===== src/hdl/pin_mux_pkg.sv =====
/*
 * Shared constants and carrier types for the programmable pin mux.
 * Assumes a single processor clock domain and an asynchronous active-high reset.
 */
package pin_mux_pkg;

   localparam int NUM_PINS = 32;

   // Register offsets on the plain register port
   localparam logic [3:0] OFS_ENABLE    = 4'h0;
   localparam logic [3:0] OFS_DIR       = 4'h1;
   localparam logic [3:0] OFS_DATA      = 4'h2;
   localparam logic [3:0] OFS_PULLDN    = 4'h3;
   localparam logic [3:0] OFS_PIN_IN    = 4'h4;
   localparam logic [3:0] OFS_AUX_CTRL  = 4'h5;
   localparam logic [3:0] OFS_STRAP_ST  = 4'h6;

   // Power-on defaults: 1 = programmable function enabled
   localparam logic [31:0] RST_ENABLE   = 32'hFFFF_FC0F;
   // 1 = output; every default pin is an input
   localparam logic [31:0] RST_DIR      = 32'h0000_0000;
   localparam logic [31:0] RST_DATA     = 32'h0000_0000;
   // 1 = pulldown, 0 = pullup (pins 1, 6, 10, 22, 23)
   localparam logic [31:0] RST_PULLDN   = 32'h00C0_0442;
   // Pins that revert to normal function when the address strap is low
   localparam logic [31:0] STRAP_REVERT = 32'h2400_0380;

   // Auxiliary control field positions
   localparam int AUX_ADDR_PIN_SEL = 0;
   localparam int AUX_ADDR_FLOAT   = 1;
   localparam logic [1:0] RST_AUX  = 2'h1;

   // Peripheral region geometry
   localparam int REGION_BITS    = 8;
   localparam logic [2:0] SEVENTH_REGION = 3'h6;
   localparam logic [7:0] RST_PERIPH_BASE = 8'h00;

   // Strap sample window in crystal clocks after reset release
   localparam int STRAP_SAMPLE_CLKS = 3;

   typedef enum logic [1:0] {
      STRAP_WAIT   = 2'b00,
      STRAP_SAMPLE = 2'b01,
      STRAP_DONE   = 2'b11
   } strap_state_t;

   // Per-pin configuration carried as one bundle
   typedef struct packed {
      logic [NUM_PINS-1:0] enable;
      logic [NUM_PINS-1:0] dir;
      logic [NUM_PINS-1:0] data;
      logic [NUM_PINS-1:0] pulldn;
   } pin_cfg_t;

   // Bus cycle info from the core
   typedef struct packed {
      logic [19:0] addr;
      logic        addr_phase;
      logic        io_space;
      logic        cycle_valid;
   } bus_cycle_t;

endpackage


===== src/hdl/pin_sync.sv =====
/*
 * Two-flip-flop synchroniser for a vector of pin inputs.
 * Assumes inputs are asynchronous to clk_i.
 */
`timescale 1ns/10ps
module pin_sync #(
   parameter int WIDTH = 32
) (
   // Clock and reset
   input  wire logic             clk_i,
   input  wire logic             sys_rst_i,
   // Data
   input  wire logic [WIDTH-1:0] async_i,
   output logic      [WIDTH-1:0] sync_o
);
   logic [WIDTH-1:0] meta_r;

   initial begin
      if (WIDTH < 1) $error("pin_sync width must be positive");
   end

   // First stage read only by second stage
   always_ff @(posedge clk_i or posedge sys_rst_i) begin
      if (sys_rst_i) begin
         meta_r <= '0;
         sync_o <= '0;
      end else begin
         meta_r <= async_i;
         sync_o <= meta_r;
      end
   end
endmodule


===== src/hdl/strap_sampler.sv =====
/*
 * Captures the address-enable strap a fixed number of clocks after reset release.
 * Assumes the strap input is already synchronised.
 */
`timescale 1ns/10ps
module strap_sampler
   import pin_mux_pkg::*;
#(
   parameter int DELAY = STRAP_SAMPLE_CLKS
) (
   // Clock and reset
   input  wire logic clk_i,
   input  wire logic sys_rst_i,
   // Strap
   input  wire logic strap_i,
   output logic      strap_o,
   output logic      done_o
);
   strap_state_t state_r;
   logic [2:0]   cnt_r;

   initial begin
      if (DELAY < 1 || DELAY > 7) $error("strap delay out of range");
   end

   // Wait, sample the strap input, hold until next reset
   always_ff @(posedge clk_i or posedge sys_rst_i) begin
      if (sys_rst_i) begin
         state_r <= STRAP_WAIT;
         cnt_r   <= 3'h0;
         strap_o <= 1'b1;
         done_o  <= 1'b0;
      end else begin
         unique case (state_r)
            STRAP_WAIT: begin
               cnt_r <= cnt_r + 3'h1;
               if (cnt_r == 3'(DELAY - 1)) state_r <= STRAP_SAMPLE;
            end
            STRAP_SAMPLE: begin
               strap_o <= strap_i;
               done_o  <= 1'b1;
               state_r <= STRAP_DONE;
            end
            STRAP_DONE: begin
               state_r <= STRAP_DONE;
            end
            default: state_r <= STRAP_WAIT;
         endcase
      end
   end
endmodule


===== src/hdl/pin_mux.sv =====
/*
 * Programmable pin mux: 32 shared pins, reset defaults, address strap,
 * seventh peripheral select and latched address bit two.
 * Assumes one processor clock, bus cycle info from the core, and
 * pad drivers that resolve pin level from output enable and pulls.
 */
`timescale 1ns/10ps

// Behaviour
// - Each of 32 pins has its own enable, direction and pull selection.
// - Pins 1, 10, 22, 23 reset to pulldown inputs, the other programmable pins to pullup inputs.
// - Data direction, data bus enable and sync ready pins reset to normal function.
// - Upper address lines reset to address function for the boot fetch.
// - The seventh select goes low for accesses in the seventh 256-byte peripheral region.
// - The seventh select is held high during bus hold and reset.
// - Peripheral selects follow the multiplexed bus address phase timing.
// - With the address pin select bit at zero the pin shows latched address bit two.
// - Latched address bit two keeps its value during bus hold.
// - With the strap high, the address float bit leaves the multiplexed bus undriven in lower/upper cycle address phase.
// - With the strap low, the multiplexed bus carries address and data and status pins are normal.
// - The strap is sampled on the fourth clock after reset release and floats in hold or test mode.
// - Strap-dependent pins revert to normal function when the strap was low.
// - Normal-default pins offer pullup when programmable, sync ready a pulldown.
module pin_mux
   import pin_mux_pkg::*;
#(
   parameter int PINS = NUM_PINS
) (
   // Clock and reset
   input  wire logic                clk_i,
   input  wire logic                sys_rst_i,
   // Register port
   input  wire logic [3:0]          reg_addr_i,
   input  wire logic [31:0]         reg_wdata_i,
   input  wire logic                reg_wr_i,
   input  wire logic                reg_rd_i,
   output logic      [31:0]         reg_rdata_o,
   // Core side
   input  wire pin_mux_pkg::bus_cycle_t bus_i,
   input  wire logic                bus_hold_i,
   input  wire logic                test_hiz_i,
   input  wire logic                lower_upper_cycle_i,
   input  wire logic [PINS-1:0]     normal_out_i,
   input  wire logic [PINS-1:0]     normal_oe_i,
   output logic      [PINS-1:0]     pin_sync_o,
   // Pins
   input  wire logic [PINS-1:0]     pin_i,
   output logic      [PINS-1:0]     pin_o,
   output logic      [PINS-1:0]     pin_oe_o,
   output logic      [PINS-1:0]     pin_pullup_o,
   output logic      [PINS-1:0]     pin_pulldn_o,
   input  wire logic                bus_address_strap_i,
   output logic                     strap_pin_oe_o,
   output logic                     mux_bus_addr_oe_o,
   output logic                     status_pins_normal_o,
   output logic                     periph_select_7th_n_o,
   output logic                     latched_addr_bit_two_o
);
   import pin_mux_pkg::*;

   pin_cfg_t          cfg_r;
   logic [1:0]        aux_r;
   logic [7:0]        periph_base_r;
   logic [PINS-1:0]   pin_in_s;
   logic [1:0]        strap_meta_r;
   logic              strap_sync;
   logic              strap_val;
   logic              strap_done;
   logic              strap_applied_r;
   logic              sel7_n_r;
   logic              addr2_r;
   logic              in_region7;
   logic [31:0]       rdata_nxt;

   initial begin
      if (PINS != NUM_PINS) $error("pin_mux supports exactly 32 pins");
   end

   // Pin input synchroniser
   pin_sync #(
      .WIDTH  (PINS)
   ) u_pin_sync (
      .clk_i     (clk_i),
      .sys_rst_i (sys_rst_i),
      .async_i   (pin_i),
      .sync_o    (pin_in_s)
   );

   // Strap synchroniser, first stage feeds only the second
   always_ff @(posedge clk_i or posedge sys_rst_i) begin
      if (sys_rst_i) begin
         strap_meta_r <= 2'h3;
      end else begin
         strap_meta_r <= {strap_meta_r[0], bus_address_strap_i};
      end
   end
   assign strap_sync = strap_meta_r[1];

   // Strap sampled shortly after reset release
   strap_sampler #(
      .DELAY  (STRAP_SAMPLE_CLKS)
   ) u_strap (
      .clk_i     (clk_i),
      .sys_rst_i (sys_rst_i),
      .strap_i   (strap_sync),
      .strap_o   (strap_val),
      .done_o    (strap_done)
   );

   // Pin configuration registers with power-on defaults
   always_ff @(posedge clk_i or posedge sys_rst_i) begin
      if (sys_rst_i) begin
         cfg_r.enable    <= RST_ENABLE;
         cfg_r.dir       <= RST_DIR;
         cfg_r.data      <= RST_DATA;
         cfg_r.pulldn    <= RST_PULLDN;
         strap_applied_r <= 1'b0;
      end else begin
         if (strap_done && !strap_applied_r) begin
            strap_applied_r <= 1'b1;
            // Strap low: dependent pins revert to normal
            if (!strap_val) cfg_r.enable <= cfg_r.enable & ~STRAP_REVERT;
         end
         if (reg_wr_i) begin
            unique case (reg_addr_i)
               OFS_ENABLE: cfg_r.enable <= reg_wdata_i;
               OFS_DIR:    cfg_r.dir    <= reg_wdata_i;
               OFS_DATA:   cfg_r.data   <= reg_wdata_i;
               OFS_PULLDN: cfg_r.pulldn <= reg_wdata_i;
               default:    ;
            endcase
         end
      end
   end

   // Auxiliary control and peripheral base
   always_ff @(posedge clk_i or posedge sys_rst_i) begin
      if (sys_rst_i) begin
         aux_r         <= RST_AUX;
         periph_base_r <= RST_PERIPH_BASE;
      end else if (reg_wr_i && reg_addr_i == OFS_AUX_CTRL) begin
         aux_r         <= reg_wdata_i[1:0];
         periph_base_r <= reg_wdata_i[15:8];
      end
   end

   // Pin drive: programmable setting overrides normal function
   always_comb begin
      for (int i = 0; i < PINS; i++) begin
         if (test_hiz_i) begin
            pin_o[i]    = 1'b0;
            pin_oe_o[i] = 1'b0;
         end else if (cfg_r.enable[i]) begin
            pin_o[i]    = cfg_r.data[i];
            pin_oe_o[i] = cfg_r.dir[i];
         end else begin
            pin_o[i]    = normal_out_i[i];
            pin_oe_o[i] = normal_oe_i[i];
         end
         // Weak pull only on a programmable input
         pin_pullup_o[i] = cfg_r.enable[i] && !cfg_r.dir[i] && !cfg_r.pulldn[i];
         pin_pulldn_o[i] = cfg_r.enable[i] && !cfg_r.dir[i] && cfg_r.pulldn[i];
      end
   end

   assign pin_sync_o = pin_in_s;

   // Seventh region decode: 256-byte regions above the base
   assign in_region7 = bus_i.cycle_valid && bus_i.addr_phase &&
                       (bus_i.addr[19:REGION_BITS+3] == {4'h0, periph_base_r[7:3]}) &&
                       (bus_i.addr[REGION_BITS+2:REGION_BITS] == SEVENTH_REGION);

   // Select follows the mux bus address phase, high in hold and reset
   always_ff @(posedge clk_i or posedge sys_rst_i) begin
      if (sys_rst_i) begin
         sel7_n_r <= 1'b1;
      end else if (bus_hold_i) begin
         sel7_n_r <= 1'b1;
      end else if (bus_i.addr_phase) begin
         sel7_n_r <= !in_region7;
      end else if (!bus_i.cycle_valid) begin
         sel7_n_r <= 1'b1;
      end
   end

   // Latched address bit two, held through bus hold
   always_ff @(posedge clk_i or posedge sys_rst_i) begin
      if (sys_rst_i) begin
         addr2_r <= 1'b0;
      end else if (!bus_hold_i && bus_i.addr_phase && bus_i.cycle_valid) begin
         addr2_r <= bus_i.addr[2];
      end
   end

   // Shared pin output choice
   assign periph_select_7th_n_o  = aux_r[AUX_ADDR_PIN_SEL] ? sel7_n_r : 1'b1;
   assign latched_addr_bit_two_o = aux_r[AUX_ADDR_PIN_SEL] ? 1'b0 : addr2_r;

   // Address phase drive of mux bus
   assign mux_bus_addr_oe_o = !bus_hold_i && !test_hiz_i &&
                              !(strap_val && lower_upper_cycle_i && aux_r[AUX_ADDR_FLOAT]);
   assign status_pins_normal_o = strap_done && !strap_val;

   // Strap pin floats in hold and test mode
   assign strap_pin_oe_o = strap_done && !bus_hold_i && !test_hiz_i;

   // Register read mux
   always_comb begin
      rdata_nxt = 32'h0000_0000;
      unique case (reg_addr_i)
         OFS_ENABLE:   rdata_nxt = cfg_r.enable;
         OFS_DIR:      rdata_nxt = cfg_r.dir;
         OFS_DATA:     rdata_nxt = cfg_r.data;
         OFS_PULLDN:   rdata_nxt = cfg_r.pulldn;
         OFS_PIN_IN:   rdata_nxt = pin_in_s;
         OFS_AUX_CTRL: rdata_nxt = {16'h0000, periph_base_r, 6'h00, aux_r};
         OFS_STRAP_ST: rdata_nxt = {30'h0000_0000, strap_done, strap_val};
         default:      rdata_nxt = 32'h0000_0000;
      endcase
   end

   // Read data one cycle after the strobe
   always_ff @(posedge clk_i or posedge sys_rst_i) begin
      if (sys_rst_i) begin
         reg_rdata_o <= 32'h0000_0000;
      end else if (reg_rd_i) begin
         reg_rdata_o <= rdata_nxt;
      end else begin
         reg_rdata_o <= 32'h0000_0000;
      end
   end
endmodule


===== config.mk =====
export PLATFORM = sky130hd
export DESIGN_NAME = pin_mux
export DESIGN_NICKNAME = d
export VERILOG_FILES = /design/src/hdl/pin_mux_pkg.sv /design/src/hdl/pin_sync.sv /design/src/hdl/strap_sampler.sv /design/src/hdl/pin_mux.sv
export SDC_FILE = /design/constraint.sdc
export NUM_CORES = 1
export LEC_CHECK = 0
export ABC_AREA = 1
export BUFFER_PORTS_ARGS = -buffer_cell sky130_fd_sc_hd__buf_2
export CAP_MARGIN = 20
export CORE_MARGIN = 3
export CORE_UTILIZATION = 51
export DETAILED_ROUTE_END_ITERATION = 10
export PLACE_DENSITY = 0.8
export REMOVE_ABC_BUFFERS = 1
export SLEW_MARGIN = 15
export SYNTH_ARGS = -nofsm -noshare
export SYNTH_HDL_FRONTEND = slang
export SYNTH_SLANG_ARGS = --single-unit

===== constraint.sdc =====
create_clock -name clk_i -period 10.35 [get_ports clk_i]
set_input_delay 1.035 -clock clk_i [delete_from_list [all_inputs] [get_ports clk_i]]
set_output_delay 1.035 -clock clk_i [all_outputs]
set_load 0.01 [all_outputs]

==> results of run 1 <==
==> power breakdown <==
part	total [uW]	internal, uW	leakage, uW	switching, uW
logic	476	187	0.00397	289
clock network	1010	625	0.000464	385
registers	1250	1110	0.00298	131
total	2730	1930	0.00741	805
==> layout by cell type, fill, tap and decap left out, types with 2 or more instances in the layout <==
cell type,netlist,final
a21oi_1,36,36
buf_2,25,351
buf_4,0,14
bufinv_16,0,4
clkbuf_1,42,8
clkbuf_16,0,27
clkbuf_8,0,6
clkinv_2,0,3
dfrtp_1,210,210
dfstp_2,36,36
diode_2,0,5
ha_1,2,2
inv_1,145,144
inv_2,2,2
inv_8,0,2
nand2_1,268,268
nand3_1,190,188
nand3_2,1,3
nor2_1,214,213
nor2_4,2,5
nor3_1,35,35
o21a_1,7,7
o21ai_0,69,69
o21ai_1,64,64
xor2_1,4,4
==> stage by stage <==
step | cells | worst slack (ps) | hold slack [ps] | cell area (um2)
after global placement | 1935 | 6740 | 331 | 13000
after detailed placement | 1935 | 6660 | 335 | 13000
after CTS | 1985 | 7210 | 348 | 13900
final | 1991 | 7200 | 347 | 14000
after global routing | 1990 | 7010 | 352 | 14000
after floorplan | 1295 | 2620 | 331 | 10800
==> logic make-up (layout without fill, tap and decap cells) <==
logic type	after synthesis	in the layout	synth area share [%]
compound gates	177	177	8.22
xor+xnor	4	4	0.317
fa+ha+maj	2	2	0.227
buf+inv	217	564	7.66
flops	246	246	56.2
mux	1	1	0.102
other cells	0	5	0
simple gates	717	717	27.3
==> cell type report <==
class | count | area share, %
sequential | 246 | 44.3
antenna | 5 | 0.0895
multi-input combinational | 901 | 28.8
inverter | 148 | 4.03
clock inverter | 9 | 1.11
timing repair buffer | 366 | 13.5
clock buffer | 41 | 5.64
tap | 275 | 2.46
==> final timing paths <==
| path | from | end | slack [ps] | cells past startpoint |
|---|---|---|---|---|
| max | test_hiz_i | pin_oe_o[16] | 7200 | 4 |
| min | u_pin_sync.meta_r[11] | u_pin_sync.sync_o[11] | 350 | 0 |
| max reg2reg | u_strap.done_o | cfg_r[105] | 8740 | 5 |
| min reg2reg | u_pin_sync.meta_r[11] | u_pin_sync.sync_o[11] | 350 | 0 |
| max in group asynchronous | sys_rst_i | cfg_r[54] | 8410 | 3 |
| min in group asynchronous | sys_rst_i | u_pin_sync.meta_r[29] | 610 | 2 |
==> sequential cells by signal, indices dropped and copies added, names as in the netlist <==
register and flops:
cfg_r 128, reg_rdata_o 32, u_pin_sync.meta_r 32, u_pin_sync.sync_o 32
periph_base_r 8, u_strap.cnt_r 3, aux_r 2, strap_meta_r 2
u_strap.state_r 2, addr2_r 1, sel7_n_r 1, strap_applied_r 1
u_strap.done_o 1, u_strap.strap_o 1
==> per-layer routing <==
| metal | up-vias | share of wire (%) | GRT usage [%] |
|---|---|---|---|
| met3 | 70 | 7.7 | 4.90 |
| met4 | 2 | 3.0 | 9.08 |
| met5 | - | 0.040 | 0 |
| met1 | 4901 | 39 | 34.8 |
| met2 | 469 | 50 | 47.7 |
| li1 | 4990 | - | - |
==> critical path, stage by stage <==
cell    delay (ps)
buf_2           70
buf_4          600
nor3_1         190
buf_2          190
==> results.py, run 1 <==
metrics = {
    "status": {
        "outcome": "finished clean",
    },
    "synthesis": {
        "synth_most_common_cell": "nand2_1",
        "yosys_warnings": 0,
        "synth_area_leaders": "dfrtp_1 48%, nand2_1 9.1%, nand3_1 8.6%",
        "yosysTopAreaCellShare_pct": 47.6,
        "syn_area_um2": 11000,
        "synth_top_area_cell": "dfrtp_1",
        "synth-main-ff-cell": "dfrtp_1",
        "async_flop_share_pct": 100,
        "ys_types": 28,
        "ys_seq_area_share_pct": 56.2,
        "postSynthCellCount": 1364,
        "synth.avg_cell_area_um2": 8.10,
        "synth_seq_cells": 246,
        "synthTopCellsByCount": "268 x nand2_1, 214 x nor2_1, 210 x dfrtp_1",
        "synth_edf_count": 0,
    },
    "clock_network": {
        "path_clk_slew_ps": 60,
        "cts_root_buffer": "clkbuf_16",
        "hold_buffers": 0,
        "clock_path_buffers": 3,
        "numCtsBuffers": 27,
        "clock-sinks": 246,
        "htree_levels": 1,
        "worst_skew_pair.late_latency_ps": 530,
        "tritoncts": "built",
        "cts_setup_buffers": 0,
        "cts_resized": 0,
    },
    "global_routing": {
        "grt.overflow.total": 0,
        "antenna_found_initial": 5,
        "grt_start_max_net_pins": 98,
        "grt_pass1_wl_um": 52400,
        "grt_usage_pct": 27.4,
        "grt_pass1_vias": 10100,
    },
    "sta": {
        "hold_viol_final": 0,
        "rsz0062_at_grt": "false",
        "maxSlewViolCount": 0,
        "worst_slew_pin_slew_ps": 1050,
        "tns_ps": 0,
        "setup_viol": 0,
        "max_slew_margin_pct": 29.7,
        "finalClockSkew_ps": 11.9,
        "fmaxAchievable_mhz": 318,
        "finalCritPeriodShare_pct": 30.4,
        "fin_crit_ps": 3150,
    },
    "die": {
        "fp.dieW_um": 153,
        "coreArea_um2": 21200,
        "start_util_pct": 52.2,
        "die_h_um": 153,
        "io_pins": 360,
        "design.die.area_um2": 23500,
        "rows": 53,
    },
    "placement": {
        "gp_congestion": 0.847,
        "hpwl_um": 22000,
        "io_buffers": 351,
    },
    "critical_path": {
        "crit_type": "primary input to output port",
        "cp.required_ps": 9320,
        "cp_max_fo": 66,
        "worst_setup_path_end_kind": "output port",
        "cp_data_arrival_time_ps": 2110,
        "crit_path_start_kind": "primary input",
    },
    "routing": {
        "routed_wl_um": 32600,
        "post_drt_via_cell_ratio": 5.24,
        "wl_per_cell_um": 16.4,
        "route.detailed.drc": 0,
        "dr_total_vias": 10400,
        "dr.first_iter.drc_count": 747,
        "dr.pass1.iters": 5,
        "ant_nets": 0,
    },
    "power": {
        "power_density_nw_per_um2": 195,
        "leakage_uw": 0.00741,
        "p_total_uw": 2730,
        "peakVddDrop_mv": 0.116,
    },
    "finish": {
        "syn_to_final_growth_pct": 26.6,
        "num-fill-cells": 1766,
        "fin_util_pct": 66.1,
        "seq_area_um2": 6200,
        "layout-drive-gt1-share_pct": 26.9,
        "fin_nets": 1855,
        "multi_input_area_um2": 4030,
    },
    "worst_hold_path": {
        "hp-class": "flop to flop",
    },
    "run": {
        "cap_viol_max_count": 0,
    },
}
(Power assumes the default switching activity.)
==> run 2: changes to the inputs <==
Clock period 10.35 ns to 2.9 ns, I/O delays scaled along.
==> run 2 against run 1 <==
Against the previous run:
- cell area increased by 2.5%
- via count increased by 2.8%
- clock-buffer cell count unchanged
- non-clock buffer count increased by 42
- sequential power increased to 3.6 times the previous value
- cell count increased by 2.0%
- flip-flop and latch count unchanged
- setup slack got worse by 6300 ps
- critical path type is now flop to output port
- critical endpoint is now pin_pulldn_o[30]
- largest power group unchanged
- highest routed layer is now met4
==> results.py, run 2 (synthesized netlist as in run 1, its figures left out) <==
metrics = {
    "run": {
        "cap_viol_max_count": 0,
    },
    "die": {
        "design.die.area_um2": 23500,
        "io_pins": 360,
        "start_util_pct": 52.2,
        "fp.dieW_um": 153,
        "die_h_um": 153,
        "coreArea_um2": 21200,
        "rows": 53,
    },
    "critical_path": {
        "worst_setup_path_end_kind": "output port",
        "crit_type": "flop to output port",
        "cp_max_fo": 5,
        "cp.required_ps": 2610,
        "crit_path_start_kind": "flop",
        "cp_data_arrival_time_ps": 1750,
    },
    "status": {
        "outcome": "finished clean",
    },
    "finish": {
        "layout-drive-gt1-share_pct": 26.7,
        "num-fill-cells": 1677,
        "fin_nets": 1897,
        "fin_util_pct": 67.8,
        "mostFrequentLayoutCell": "buf_2",
        "largest_reg_flops": 128,
        "regMostFlops": "cfg_r",
        "syn_to_final_growth_pct": 29.8,
        "final_cell_mix": "351 x buf_2, 268 x nand2_1, 213 x nor2_1, 210 x dfrtp_1, 188 x nand3_1",
        "final_area_um2": 14300,
    },
    "power": {
        "peakVddDrop_mv": 0.491,
        "leakage_uw": 0.00757,
        "power_density_nw_per_um2": 661,
    },
    "routing": {
        "route.detailed.drc": 0,
        "dr.first_iter.drc_count": 853,
        "wl_per_cell_um": 16.6,
        "dr_total_vias": 10700,
        "dr.pass1.iters": 5,
        "ant_nets": 0,
        "routed_wl_um": 33700,
        "post_drt_via_cell_ratio": 5.28,
    },
    "sta": {
        "maxSlewViolCount": 0,
        "finalCritPeriodShare_pct": 70.5,
        "setup_viol": 0,
        "max_slew_margin_pct": 37.1,
        "hold_viol_final": 0,
        "fmaxAchievable_mhz": 489,
        "tns_ps": 0,
        "rsz0062_at_grt": "false",
        "finalClockSkew_ps": 16.1,
        "fin_crit_ps": 2040,
        "worst_slew_pin_slew_ps": 936,
    },
    "clock_network": {
        "tritoncts": "built",
        "cts_resized": 0,
        "worst_skew_pair.late_latency_ps": 530,
        "cts_root_buffer": "clkbuf_16",
        "path_clk_slew_ps": 60,
        "numCtsBuffers": 27,
        "clock-sinks": 246,
        "clock_path_buffers": 3,
        "htree_levels": 1,
    },
    "global_routing": {
        "grt_start_max_net_pins": 83,
        "antenna_found_initial": 5,
        "grt.overflow.total": 0,
        "grt_usage_pct": 28.1,
        "grt_pass1_wl_um": 54100,
        "grt_pass1_vias": 10600,
    },
    "worst_hold_path": {
        "hp-class": "primary input to flop",
    },
    "placement": {
        "gp_congestion": 0.864,
        "placed_cell_area_um2": 13100,
        "io_buffers": 351,
        "hpwl_um": 22800,
    },
}
[run 2: layout make-up]
type,count,area (um2),share of cell area [%]
Tap cell,275,344,2.40
Antenna cell,4,10.0,0.0698
Inverter,148,563,3.93
Clock buffer,41,808,5.64
Multi-Input combinational cell,901,4030,28.1
Sequential cell,246,6200,43.3
Clock inverter,8,43.8,0.305
Timing Repair Buffer,408,2340,16.3
[run 2: path summary, 6_finish.rpt]
| check | from | endpoint | slack (ps) | depth (start not counted) |
|---|---|---|---|---|
| min in group asynchronous | sys_rst_i | u_pin_sync.meta_r[29] | 380 | 3 |
| max in group asynchronous | sys_rst_i | cfg_r[6] | 1660 | 4 |
| max reg2reg | u_strap.done_o | cfg_r[105] | 1280 | 5 |
| max | cfg_r[126] | pin_pulldn_o[30] | 860 | 5 |
| min | reg_wdata_i[15] | periph_base_r[7] | 20 | 3 |
| min reg2reg | u_pin_sync.meta_r[31] | u_pin_sync.sync_o[31] | 340 | 0 |
[run 2: report_power, final]
| group | total (uW) | switching (uW) | internal (uW) |
|---|---|---|---|
| sequential | 4440 | 465 | 3980 |
| combinational | 1780 | 1070 | 710 |
| clock | 3250 | 1340 | 1910 |
[run 2: metal layers]
layer | vias up | wire [um] | GRT usage, % | part of all wire, %
met4 | 0 | 953 | 9.08 | 2.8
met2 | 539 | 17100 | 49.7 | 51
met3 | 78 | 2670 | 4.39 | 7.9
met5 | - | 0 | 0 | 0
li1 | 5087 | - | - | -
met1 | 5022 | 13000 | 35.5 | 39
[run 2: critical path, stage by stage (launching register included)]
cell and delay, ps:
dfstp_2 590, inv_1 80, nor2_1 130, inv_1 70, nor2_1 190, buf_2 180
[run 2: per-stage QoR]
step	hold slack [ps]	cells	total power (uW)	setup WS (ps)
detailed placement	336	1942	6200	879
global route	45.5	2031	9930	753
CTS	0.268	2027	9500	841
global placement	332	1942	6110	969
finish	21.2	2031	9470	857
floorplan	294	1295	5400	-4090
[run 2: repair_timing]
item / in CTS / in global routing
buffers inserted: 0 / 0
hold buffers: 36 / 0
endpoints found under the hold margin: 99 / 0
setup endpoints to repair: 0 / 0
==> run 3: changes to the inputs <==
Settings changed: CORE_UTILIZATION 51 to 46, PLACE_DENSITY 0.8 to 0.76.
Clock period 2.9 ns to 1.8 ns, I/O delays scaled along.
==> run 3 against run 2 <==
Against the previous run:
- critical path depth did not move
- clock power rose by 77%
- cell area rose by 6.8%
- register-to-register slack got worse by 800 ps
- wire length rose by 4.6%
- die area rose by 10%
- first-iteration DRC count fell by 8.1%
- flip-flop and latch count did not move
- combinational power rose by 84%
- sequential share of layout area fell by 2.7 points
- clock skew fell by 2.5 ps
- hold slack improved by 4.9 ps
==> results.py, run 3 (synthesized netlist as in run 1, its figures left out) <==
metrics = {
    "status": {
        "outcome": "finished clean",
    },
    "sta": {
        "finalClockSkew_ps": 13.6,
        "fin_crit_ps": 1780,
        "fmaxAchievable_mhz": 563,
        "hold_viol_final": 0,
        "maxSlewViolCount": 0,
        "rsz0062_at_grt": "true",
        "setup_viol": 0,
        "worst_slew_pin_slew_ps": 546,
        "finalCritPeriodShare_pct": 98.6,
        "max_slew_margin_pct": 63.6,
    },
    "critical_path": {
        "cp_data_arrival_time_ps": 1600,
        "worst_setup_path_end_kind": "output port",
        "cp.required_ps": 1620,
        "timing.rr.end": "sel7_n_r",
        "r2r_slack_ps": 480,
        "cp_max_fo": 5,
        "crit_type": "flop to output port",
        "worstRegToRegCells": 3,
        "crit_path_start_kind": "flop",
        "timing.rr.start": "sel7_n_r",
    },
    "clock_network": {
        "tritoncts": "built",
        "clock_path_buffers": 3,
        "numCtsBuffers": 26,
        "path_clk_slew_ps": 60,
        "clock-sinks": 246,
        "htree_levels": 1,
        "cts_root_buffer": "clkbuf_16",
        "worst_skew_pair.late_latency_ps": 530,
    },
    "power": {
        "power_frac_comb_pct": 20.2,
        "p_int_uw": 11300,
        "power_density_nw_per_um2": 1060,
        "netSwitchingPower_uw": 4880,
        "p_total_uw": 16200,
        "seq_power_share_pct": 44.4,
        "clkPwrFrac_pct": 35.4,
        "leakage_uw": 0.00793,
        "peakVddDrop_mv": 0.595,
        "swShare_pct": 30.1,
    },
    "routing": {
        "routed_wl_um": 35300,
        "met3_length_um": 2320,
        "dr.first_iter.drc_count": 784,
        "route.met2.wl_um": 17700,
        "ant_nets": 0,
        "highest-signal-layer": "met5",
        "wl_per_cell_um": 16.5,
        "route.detailed.drc": 0,
        "dr.pass1.iters": 5,
        "post_drt_via_cell_ratio": 5.15,
        "m1WireLength_um": 14200,
        "dr_total_vias": 11000,
    },
    "worst_hold_path": {
        "min_to": "addr2_r",
        "hold_path_depth": 3,
        "hp-start": "bus_i[0]",
        "hp-class": "primary input to flop",
    },
    "finish": {
        "fin_util_pct": 65.0,
        "num-fill-cells": 1871,
        "final_cell_mix": "351 x buf_2, 268 x nand2_1, 210 x dfrtp_1, 188 x nand3_1, 170 x nor2_1",
        "syn_to_final_growth_pct": 38.6,
        "largest_reg_flops": 128,
        "mostFrequentLayoutCell": "buf_2",
        "layout-drive-gt1-share_pct": 32.0,
        "fin_nets": 1968,
        "regMostFlops": "cfg_r",
    },
    "run": {
        "cap_viol_max_count": 0,
    },
    "global_routing": {
        "grt_pass1_vias": 10800,
        "grt_pass1_wl_um": 55500,
        "grt_usage_pct": 26.4,
        "antenna_found_initial": 2,
        "grt.overflow.total": 0,
        "grt_start_max_net_pins": 67,
    },
    "die": {
        "fp.dieW_um": 161,
        "coreArea_um2": 23500,
        "rows": 56,
        "design.die.area_um2": 25900,
        "die_h_um": 161,
        "io_pins": 360,
        "start_util_pct": 46.9,
    },
    "placement": {
        "io_buffers": 351,
        "hpwl_um": 23400,
        "gp_congestion": 0.821,
    },
}
run 3: cell count changes in the layout (fill, tap and decap cells not counted), moves of 4 or more:
| cell | previous run | this run |
|---|---|---|
| inv_2 | 2 | 30 |
| bufinv_16 | 0 | 4 |
| buf_4 | 16 | 52 |
| nor2_1 | 213 | 170 |
| inv_1 | 144 | 116 |
| nor2_4 | 5 | 18 |
| dlygate4sd3_1 | 36 | 69 |
| nor2_2 | 0 | 30 |
run 3: timing repair:
item,in CTS,in global routing
buffers inserted,6,18
pin swaps,0,31
setup endpoints to repair,15,57
endpoints found under the hold margin,195,0
hold buffers,69,0
gates resized for setup,8,81
run 3: stage by stage:
stage / cell area [um2] / instances / setup TNS [ps] / hold WS (ps) / worst slack [ps]
2_1_floorplan: 10800 / 1295 / -1380690 / 184 / -5080
3_3_place_gp: 13300 / 2001 / 0 / 241 / 299
3_5_place_dp: 13300 / 2001 / 0 / 245 / 282
4_1_cts: 15000 / 2124 / -54.7 / 7.35 / -49.3
5_1_grt: 15300 / 2143 / -708 / 19.0 / -101
6_report: 15300 / 2143 / 0 / 26.1 / 24.8
run 3: final cells by class:
type	count	area [um2]	area share, %
diodes	1	2.50	0.0164
clock buffers	35	756	4.94
clock inverters	13	175	1.14
inverters	148	563	3.68
multi-input cells	901	4220	27.6
flip-flops and latches	246	6200	40.5
well taps	319	399	2.61
repair buffers	480	2990	19.5
run 3: worst max path at each step:
stage	from	to	slack, ps	depth (start not counted)
6_report	cfg_r[98]	pin_pulldn_o[2]	20	5
5_1_grt	cfg_r[127]	pin_pullup_o[31]	-100	5
4_1_cts	cfg_r[126]	pin_oe_o[30]	-50	3
3_5_place_dp	reg_addr_i[1]	reg_rdata_o[0]	280	7
3_3_place_gp	reg_addr_i[1]	reg_rdata_o[14]	300	7
2_1_floorplan	sys_rst_i	addr2_r	-5080	1
run 3: critical path: stages (launching register included):
cell,delay [ps]
dfstp_2,580
inv_2,60
nor2_4,120
inv_2,60
nor2_2,110
buf_2,140
run 3: per-layer routing:
layer  up-vias  global-route usage (%)
met5         -                       0
met4         2                    8.45
met3        75                    4.08
met2       462                    47.0
met1      5274                    33.3
li1       5228                       -
run 3: power by group through the flow:
stage               clock, uW  combinational, uW  sequential, uW
floorplan                   0               1680            7030
global placement            0               2690            7210
detailed placement          0               2790            7240
CTS                      5850               2990            7140
global route             6120               3670            7300
finish                   5750               3280            7210
